<file path="config.mk">
export PLATFORM = sky130hd
export DESIGN_NAME = genset_mode_sequencer
export DESIGN_NICKNAME = d
export VERILOG_FILES = /design/src/genset_pkg.sv /design/src/genset_mode_sequencer.sv /design/src/edge_detect.sv /design/src/alarm_latch.sv
export VERILOG_INCLUDE_DIRS = /design/src /design/src/src
export SDC_FILE = /design/constraint.sdc
export NUM_CORES = 1
export LEC_CHECK = 0
export ABC_AREA = 1
export BUFFER_PORTS_ARGS = -buffer_cell sky130_fd_sc_hd__buf_2
export CAP_MARGIN = 20
export CORE_MARGIN = 2
export CORE_UTILIZATION = 56
export DETAILED_ROUTE_END_ITERATION = 7
export PLACE_DENSITY = 0.86
export SYNTH_ARGS = -nofsm -noshare
export SYNTH_HDL_FRONTEND = slang
export SYNTH_HIERARCHICAL = 1
export SYNTH_SLANG_ARGS = --single-unit
</file>
<file path="constraint.sdc">
create_clock -name clk_sys -period 3.23 [get_ports clk_sys]
set_clock_uncertainty 0.2 [all_clocks]
set_input_delay 0.323 -clock clk_sys [delete_from_list [all_inputs] [get_ports clk_sys]]
set_output_delay 0.323 -clock clk_sys [all_outputs]
set_load 0.01 [all_outputs]
</file>
<file path="src/genset_cfg.svh">
`ifndef GENSET_CFG_SVH
`define GENSET_CFG_SVH

// Register byte offsets on the Avalon-MM slave.
`define GS_OFF_CTRL 8'h00
`define GS_OFF_STATUS 8'h04
`define GS_OFF_MASK 8'h08
`define GS_OFF_STATE 8'h0C
`define GS_OFF_ALARM 8'h10

// Control register fields and reset value.
`define GS_CTRL_DIN_EN 0
`define GS_CTRL_ONLOAD_EN 1
`define GS_CTRL_W 2
`define GS_CTRL_RST 2'h3

// Event bits, shared by the status and mask registers.
`define GS_EVT_MODE 0
`define GS_EVT_GEN_CLOSED 1
`define GS_EVT_GEN_OPENED 2
`define GS_EVT_UTIL_CLOSED 3
`define GS_EVT_ALARM 4
`define GS_EVT_W 5
`define GS_MASK_RST 5'h00

// Field positions in the state register.
`define GS_ST_PEND 0
`define GS_ST_MODE 1
`define GS_ST_SEQ 2
`define GS_ST_PLANT 5

`endif

</file>
<file path="src/genset_pkg.sv">
`include "genset_cfg.svh"

package genset_pkg;

    // Operating modes; exactly one is held at any time.
    typedef enum logic {
        MODE_HALT = 1'b0,
        MODE_HAND = 1'b1
    } mode_t;

    // Sequencer states, Gray coded along start and load; SEQ_ON_LOAD to SEQ_RAMP and SEQ_RAMP to SEQ_RUN_OFF flip two bits.
    typedef enum logic [2:0] {
        SEQ_IDLE = 3'b000,
        SEQ_CRANK = 3'b001,
        SEQ_RUN_OFF = 3'b011,
        SEQ_SYNC = 3'b010,
        SEQ_ON_LOAD = 3'b110,
        SEQ_USYNC = 3'b111,
        SEQ_RAMP = 3'b101
    } seq_t;

    // Front-panel push buttons, one bit per button.
    typedef struct packed {
        logic halt;
        logic hand;
        logic start;
        logic load_to_genset_button;
        logic load_to_utility_button;
    } button_t;

    // Commands to the engine, governor and breakers.
    typedef struct packed {
        logic fuel;
        logic crank;
        logic sync;
        logic ramp;
        logic gen_close;
        logic util_close;
    } plant_t;

    // Sticky update where a set in the clearing cycle wins.
    function automatic logic [`GS_EVT_W-1:0] sticky_upd(
        input logic [`GS_EVT_W-1:0] old,
        input logic [`GS_EVT_W-1:0] set,
        input logic [`GS_EVT_W-1:0] clr);
        return (old & ~clr) | set;
    endfunction : sticky_upd

endpackage : genset_pkg

</file>
<file path="src/genset_mode_sequencer.sv">
// Behaviour
// - Entering halt clears latched alarms whose condition has gone; others stay.
// - Halt with engine running opens generator breaker, then closes utility.
// - Halt removes fuel so a running engine stops.
// - In halt every start request is ignored.
// - Hand-mode start press starts the engine and runs it off load.
// - Load-to-genset press syncs to a live utility, then closes generator.
// - Load-to-utility press ramps generator load down, then opens generator.
// - On-load input rising while running unloaded syncs, then closes generator.
// - On-load input falling ramps load off, then opens generator breaker.
// - Load-to-utility press closes utility breaker, syncing first when needed.
// - Digital inputs request the same transfers as the two load buttons.
//
// The register addresses and the Avalon-MM register port are this design's own decisions.
`timescale 1ns/1ns

module genset_mode_sequencer
    import genset_pkg::*;
#(
    parameter int ALARM_W = 8
) (
    input wire logic clk_sys,
    input wire logic rstn,
    input wire logic ce,
    input wire button_t button,
    input wire logic din_to_genset,
    input wire logic din_to_utility,
    input wire logic on_load_in,
    input wire logic engine_running,
    input wire logic in_sync,
    input wire logic ramp_done,
    input wire logic [ALARM_W-1:0] alarm_cond,
    input wire logic [7:0] avs_address,
    input wire logic avs_read,
    input wire logic avs_write,
    input wire logic [31:0] avs_writedata,
    output logic [31:0] avs_readdata,
    output logic avs_waitrequest,
    output plant_t plant,
    output logic irq
);

    localparam int EW = `GS_EVT_W;

    // Edge detection of buttons, digital inputs and the on-load input.
    logic [7:0] lvl_rise;
    logic [7:0] lvl_fall;
    button_t press;
    logic din_gen_rise;
    logic din_util_rise;
    logic onload_rise;
    logic onload_fall;

    edge_detect #(
        .W(8)
    ) u_edges (
        .clk_sys(clk_sys),
        .rstn(rstn),
        .ce(ce),
        .level({on_load_in, din_to_utility, din_to_genset, button}),
        .rise(lvl_rise),
        .fall(lvl_fall)
    );

    assign press = ce ? button_t'(lvl_rise[4:0]) : '0;
    assign din_gen_rise = ce & lvl_rise[5];
    assign din_util_rise = ce & lvl_rise[6];
    assign onload_rise = ce & lvl_rise[7];
    assign onload_fall = ce & lvl_fall[7];

    // Register state.
    mode_t mode;
    mode_t next_mode;
    seq_t seq;
    seq_t next_seq;
    plant_t next_plant;
    logic pend_util;
    logic next_pend_util;
    logic [`GS_CTRL_W-1:0] ctrl;
    logic [`GS_CTRL_W-1:0] next_ctrl;
    logic [EW-1:0] mask;
    logic [EW-1:0] next_mask;
    logic [EW-1:0] status;
    logic [EW-1:0] next_status;
    logic [EW-1:0] evt;
    logic [31:0] next_readdata;
    logic next_waitrequest;
    logic next_irq;
    logic halt_sel;
    logic to_gen_req;
    logic to_util_req;
    logic [ALARM_W-1:0] alarm_latched;
    logic [ALARM_W-1:0] alarm_fresh;

    // A halt press re-arms the stale alarm clear even if already halted.
    assign halt_sel = press.halt;

    alarm_latch #(
        .W(ALARM_W)
    ) u_alarms (
        .clk_sys(clk_sys),
        .rstn(rstn),
        .ce(ce),
        .cond(alarm_cond),
        .clear_stale(halt_sel),
        .latched(alarm_latched),
        .fresh(alarm_fresh)
    );

    // Transfer requests merge buttons with the enabled digital inputs.
    always_comb begin
        to_gen_req = press.load_to_genset_button
            | (ctrl[`GS_CTRL_DIN_EN] & din_gen_rise);
        to_util_req = press.load_to_utility_button
            | (ctrl[`GS_CTRL_DIN_EN] & din_util_rise);
    end

    // Mode selection; halt wins if both mode buttons rise together.
    always_comb begin
        next_mode = mode;
        next_pend_util = pend_util;
        if (press.halt) begin
            next_mode = MODE_HALT;
            next_pend_util = pend_util | engine_running;
        end else if (press.hand) begin
            next_mode = MODE_HAND;
            next_pend_util = 1'b0;
        end else if (plant.util_close) begin
            next_pend_util = 1'b0;
        end
    end

    always_ff @(posedge clk_sys or negedge rstn) begin
        if (!rstn) begin
            mode <= MODE_HALT;
            pend_util <= 1'b0;
        end else begin
            mode <= next_mode;
            pend_util <= next_pend_util;
        end
    end

    // Sequencer. Breaker commands change one step at a time so on halt the
    // generator breaker is open before the utility one closes.
    always_comb begin
        next_seq = seq;
        next_plant = plant;
        if (mode == MODE_HALT || halt_sel) begin
            next_seq = SEQ_IDLE;
            next_plant.fuel = 1'b0;
            next_plant.crank = 1'b0;
            next_plant.sync = 1'b0;
            next_plant.ramp = 1'b0;
            if (plant.gen_close) begin
                next_plant.gen_close = 1'b0;
            end else if (pend_util) begin
                next_plant.util_close = 1'b1;
            end
        end else if (press.hand) begin
            // Re-selecting the mode drops any transfer in progress.
            next_plant.sync = 1'b0;
            next_plant.ramp = 1'b0;
            if (seq == SEQ_SYNC) begin
                next_seq = SEQ_RUN_OFF;
            end else if (seq == SEQ_USYNC || seq == SEQ_RAMP) begin
                next_seq = SEQ_ON_LOAD;
            end
        end else begin
            unique case (seq)
                SEQ_IDLE: begin
                    if (press.start) begin
                        next_seq = SEQ_CRANK;
                        next_plant.fuel = 1'b1;
                        next_plant.crank = 1'b1;
                    end
                end
                SEQ_CRANK: begin
                    if (engine_running) begin
                        next_seq = SEQ_RUN_OFF;
                        next_plant.crank = 1'b0;
                    end
                end
                SEQ_RUN_OFF: begin
                    if (!engine_running) begin
                        // Engine lost off load: stop fuelling it.
                        next_seq = SEQ_IDLE;
                        next_plant.fuel = 1'b0;
                    end else if (to_gen_req) begin
                        next_seq = SEQ_SYNC;
                        next_plant.sync = 1'b1;
                    end else if (ctrl[`GS_CTRL_ONLOAD_EN] && onload_rise) begin
                        next_seq = SEQ_SYNC;
                        next_plant.sync = 1'b1;
                    end else if (to_util_req) begin
                        // Generator is off the bus, so no sync is needed.
                        next_plant.util_close = 1'b1;
                    end
                end
                SEQ_SYNC: begin
                    // A dead utility bus needs no synchronism.
                    if (in_sync || !plant.util_close) begin
                        next_seq = SEQ_ON_LOAD;
                        next_plant.sync = 1'b0;
                        next_plant.gen_close = 1'b1;
                    end
                end
                SEQ_ON_LOAD: begin
                    if (to_util_req) begin
                        next_seq = SEQ_USYNC;
                        next_plant.sync = 1'b1;
                    end else if (ctrl[`GS_CTRL_ONLOAD_EN] && onload_fall) begin
                        next_seq = SEQ_RAMP;
                        next_plant.ramp = 1'b1;
                    end
                end
                SEQ_USYNC: begin
                    if (plant.util_close || in_sync) begin
                        next_seq = SEQ_RAMP;
                        next_plant.sync = 1'b0;
                        next_plant.util_close = 1'b1;
                        next_plant.ramp = 1'b1;
                    end
                end
                SEQ_RAMP: begin
                    if (ramp_done) begin
                        next_seq = SEQ_RUN_OFF;
                        next_plant.ramp = 1'b0;
                        next_plant.gen_close = 1'b0;
                    end
                end
                default: begin
                    next_seq = SEQ_IDLE;
                    next_plant = '0;
                end
            endcase
        end
        if (!ce) begin
            next_seq = seq;
            next_plant = plant;
        end
    end

    always_ff @(posedge clk_sys or negedge rstn) begin
        if (!rstn) begin
            seq <= SEQ_IDLE;
            plant <= '0;
        end else begin
            seq <= next_seq;
            plant <= next_plant;
        end
    end

    // Events raised by this cycle's transitions.
    always_comb begin
        evt = '0;
        if (ce) begin
            evt[`GS_EVT_MODE] = next_mode != mode;
            evt[`GS_EVT_GEN_CLOSED] = next_plant.gen_close & ~plant.gen_close;
            evt[`GS_EVT_GEN_OPENED] = ~next_plant.gen_close & plant.gen_close;
            evt[`GS_EVT_UTIL_CLOSED] = next_plant.util_close
                & ~plant.util_close;
            evt[`GS_EVT_ALARM] = |alarm_fresh;
        end
    end

    // Avalon-MM slave. Waitrequest holds for one cycle per access, the
    // answer stands in the next cycle; the wait also gives read data a
    // full cycle from the decode so outputs stay register driven.
    always_comb begin
        next_waitrequest = avs_waitrequest;
        next_readdata = avs_readdata;
        next_ctrl = ctrl;
        next_mask = mask;
        next_status = status;
        if (ce) begin
            if (avs_waitrequest) begin
                if (avs_read || avs_write) begin
                    next_waitrequest = 1'b0;
                end
                next_readdata = '0;
                if (avs_read) begin
                    unique case (avs_address)
                        `GS_OFF_CTRL: next_readdata[`GS_CTRL_W-1:0] = ctrl;
                        `GS_OFF_STATUS: next_readdata[EW-1:0] = status;
                        `GS_OFF_MASK: next_readdata[EW-1:0] = mask;
                        `GS_OFF_STATE: begin
                            next_readdata[`GS_ST_PEND] = pend_util;
                            next_readdata[`GS_ST_MODE] = mode;
                            next_readdata[`GS_ST_SEQ +: 3] = seq;
                            next_readdata[`GS_ST_PLANT +: 6] = plant;
                        end
                        `GS_OFF_ALARM:
                            next_readdata[ALARM_W-1:0] = alarm_latched;
                        default: next_readdata = '0;
                    endcase
                end
            end else begin
                next_waitrequest = 1'b1;
                if (avs_write && avs_address == `GS_OFF_CTRL) begin
                    next_ctrl = avs_writedata[`GS_CTRL_W-1:0];
                end
                if (avs_write && avs_address == `GS_OFF_MASK) begin
                    next_mask = avs_writedata[EW-1:0];
                end
            end
            // Only the bits actually returned are cleared by the read.
            if (!avs_waitrequest && avs_read
                    && avs_address == `GS_OFF_STATUS) begin
                next_status = sticky_upd(status, evt, avs_readdata[EW-1:0]);
            end else begin
                next_status = sticky_upd(status, evt, '0);
            end
        end
        next_irq = |(next_status & next_mask);
    end

    always_ff @(posedge clk_sys or negedge rstn) begin
        if (!rstn) begin
            avs_waitrequest <= 1'b1;
            avs_readdata <= 32'h0000_0000;
            ctrl <= `GS_CTRL_RST;
            mask <= `GS_MASK_RST;
            status <= '0;
            irq <= 1'b0;
        end else begin
            avs_waitrequest <= next_waitrequest;
            avs_readdata <= next_readdata;
            ctrl <= next_ctrl;
            mask <= next_mask;
            status <= next_status;
            irq <= next_irq;
        end
    end

endmodule : genset_mode_sequencer

</file>
<file path="src/edge_detect.sv">
`timescale 1ns/1ns

module edge_detect #(
    parameter int W = 8
) (
    input wire logic clk_sys,
    input wire logic rstn,
    input wire logic ce,
    input wire logic [W-1:0] level,
    output logic [W-1:0] rise,
    output logic [W-1:0] fall
);

    logic [W-1:0] prev;
    logic [W-1:0] next_prev;

    // The previous level only advances on enabled cycles.
    always_comb begin
        next_prev = ce ? level : prev;
    end

    always_ff @(posedge clk_sys or negedge rstn) begin
        if (!rstn) begin
            prev <= '0;
        end else begin
            prev <= next_prev;
        end
    end

    // A button held through reset is seen as one press when reset releases.
    assign rise = level & ~prev;
    assign fall = ~level & prev;

endmodule : edge_detect

</file>
<file path="src/alarm_latch.sv">
`timescale 1ns/1ns

module alarm_latch #(
    parameter int W = 8
) (
    input wire logic clk_sys,
    input wire logic rstn,
    input wire logic ce,
    input wire logic [W-1:0] cond,
    input wire logic clear_stale,
    output logic [W-1:0] latched,
    output logic [W-1:0] fresh
);

    logic [W-1:0] next_latched;

    // A stale alarm drops on a clear; a present condition always stays.
    always_comb begin
        next_latched = latched;
        if (ce) begin
            next_latched = (latched & (clear_stale ? cond : '1)) | cond;
        end
    end

    always_ff @(posedge clk_sys or negedge rstn) begin
        if (!rstn) begin
            latched <= '0;
        end else begin
            latched <= next_latched;
        end
    end

    // Conditions that are about to latch for the first time.
    assign fresh = cond & ~latched;

endmodule : alarm_latch

</file>
==> flow_summary.yaml <==
outcome:
  status: "finished, final reports clean"
cells_and_area:
  layout_common_cells: "nand2_1 (156), buf_2 (55), nor2_1 (51), dfrtp_1 (49), inv_1 (43)"
  fin_area_mm2: 0.00363
  fin_cells: 588
  antenna_cells: 0
  final_nets: 579
  areaGrowthSynthToFinish_pct: 11.4
  fillCellCount: 521
  final_common_cell: "nand2_1"
  finalCoreUtilization_pct: 65.1
  drive_gt1_share_pct: 20.2
timing:
  finalMaxSlewViolations: 0
  grt_setup_unrepaired: "false"
  period_minus_slack_ns: 2.02
  setup_violations: 0
  max_freq_ghz: 0.494
  slew-limit-headroom_pct: 54.7
  min_period_over_period_pct: 62.6
  hold_viol_final: 0
  worst_slew_pin_slew_ns: 0.679
  setup_tns_ns: 0
cts:
  h-tree-depth: 2
  clk_path_buf_depth: 2
  cts_tree: "done"
  cts_hold_buffers: 1
  clkTransAtPathRegs_ns: 0.10
  cts_buffers: 5
  postCtsSetupBuffers: 0
  clk_latency_ns: 0.31
  root_buffer: "clkbuf_8"
  cts_resized: 0
  clkSinkCount: 52
placed_design:
  port_buffers: 55
  gp_congestion: 0.973
  placed_area_mm2: 0.00352
  dp_hpwl_um: 6040
  placed_cells: 579
power:
  p_per_area_mw_per_mm2: 477
  power.switching_mw: 0.659
  p_comb_share_pct: 29.7
  p_int_mw: 1.07
  total_power_mw: 1.73
  p_seq_share_pct: 47.3
  ir_worst_vdd_mv: 0.257
  p_leak_nw: 2.04
  pwr-share-clk_pct: 23.1
  switching_share_pct: 38.1
routing:
  wirelength_um: 7660
  detail_route.wl_per_cell_um: 13.0
  first_iter_violations: 455
  num_vias: 3050
  drc: 0
  ant_nets: 0
  vias_per_cell: 5.19
  drt_first_pass_iters: 6
floorplan:
  die_height_um: 80.2
  pin_count: 104
  core_mm2: 0.00557
  die_w_um: 80.2
  initial_utilization_pct: 58.4
  row_count: 27
  die-area_mm2: 0.00644
setup_path:
  cp-end-kind: "register"
  critPathMaxFanout: 10
  critPathRequiredTime_ns: 3.23
  ff2ff_setup_slack_ns: 1.21
  crit_arrival_ns: 2.03
  cp-start-kind: "register"
  reg2reg_depth: 10
  crit_type: "reg2reg"
  reg2reg_from: "u_edges/prev[4]"
  r2r_end: "irq"
worst_hold_path:
  min_from: "alarm_cond[3]"
  hold_end: "u_alarms/latched[3]"
  holdPathStages: 3
  worstHoldPathType: "in2reg"
logic_synthesis:
  ys_warn_count: 6
  netlist_instances: 457
  syn_avg_cell_area_um2: 7.12
  syn_area_mm2: 0.00326
global_routing:
  gr-total-overflow: 0
  antenna_found_initial: 0
  grt_max_degree: 29
  grt_pass1_vias: 2819
  grt_pass1_wl_um: 12800
  grt_usage_pct: 25.4
job:
  maxCapViolations: 0
-- flip-flops by register name, indices dropped and copies added (netlist names) --
signal / cells
avs_readdata: 11
avs_waitrequest: 1
ctrl: 2
irq: 1
mask: 5
mode: 1
pend_util: 1
plant: 6
seq: 3
status: 5
u_alarms/latched: 8
u_edges/prev: 8
-- through the flow --
step	worst slack, ns	hold slack [ns]
floorplan	1.54	-0.173
global placement	1.02	0.255
detailed placement	0.979	0.209
CTS	1.25	0.0161
global route	1.12	0.0227
finish	1.21	0.0203
-- power groups by stage --
stage	Clock (mW)	Combinational, mW	Sequential, mW
after floorplan	0	0.400	0.790
after global placement	0	0.488	0.825
after detailed placement	0	0.504	0.826
after CTS	0.401	0.506	0.814
after global routing	0.425	0.579	0.831
final	0.399	0.514	0.818
-- area by class of cell --
class                   count  area, µm²  share of cell area, %
multi-input cells         345       1600                   44.1
flip-flops and latches     52       1310                   36.0
repair buffers             62        350                   9.66
inverters                  49        184                   5.07
well taps                  72       90.1                   2.48
clock buffers               6       82.6                   2.28
clock inverters             2       13.8                  0.380
-- worst max-delay path by stage --
stage	startpoint	slack [ns]	endpoint
final	u_edges/prev[4]	1.21	irq
after global routing	u_edges/prev[4]	1.12	irq
after CTS	u_edges/prev[4]	1.25	irq
after detailed placement	ce	0.98	irq
after global placement	ce	1.02	irq
after floorplan	u_edges/prev[4]	1.54	seq[2]
-- metal layers --
| layer | vias up | part of all wire [%] | GRT usage [%] |
|---|---|---|---|
| li1 | 1512 | - | - |
| met1 | 1355 | 43 | 34.5 |
| met2 | 158 | 46 | 40.1 |
| met3 | 25 | 7.7 | 5.28 |
| met4 | 0 | 2.9 | 9.49 |
| met5 | - | 0 | 0 |
-- critical path: stages, from the launching register on --
cell	delay (ns)
dfrtp_1	0.39
nor2_1	0.27
nand2_4	0.11
nand2_4	0.15
o21ai_2	0.08
o21ai_0	0.30
nand2_1	0.12
nand2_1	0.07
nand2_1	0.07
nor2_1	0.11
nand2_1	0.05
Note: power is estimated with default switching activity, not from simulation.
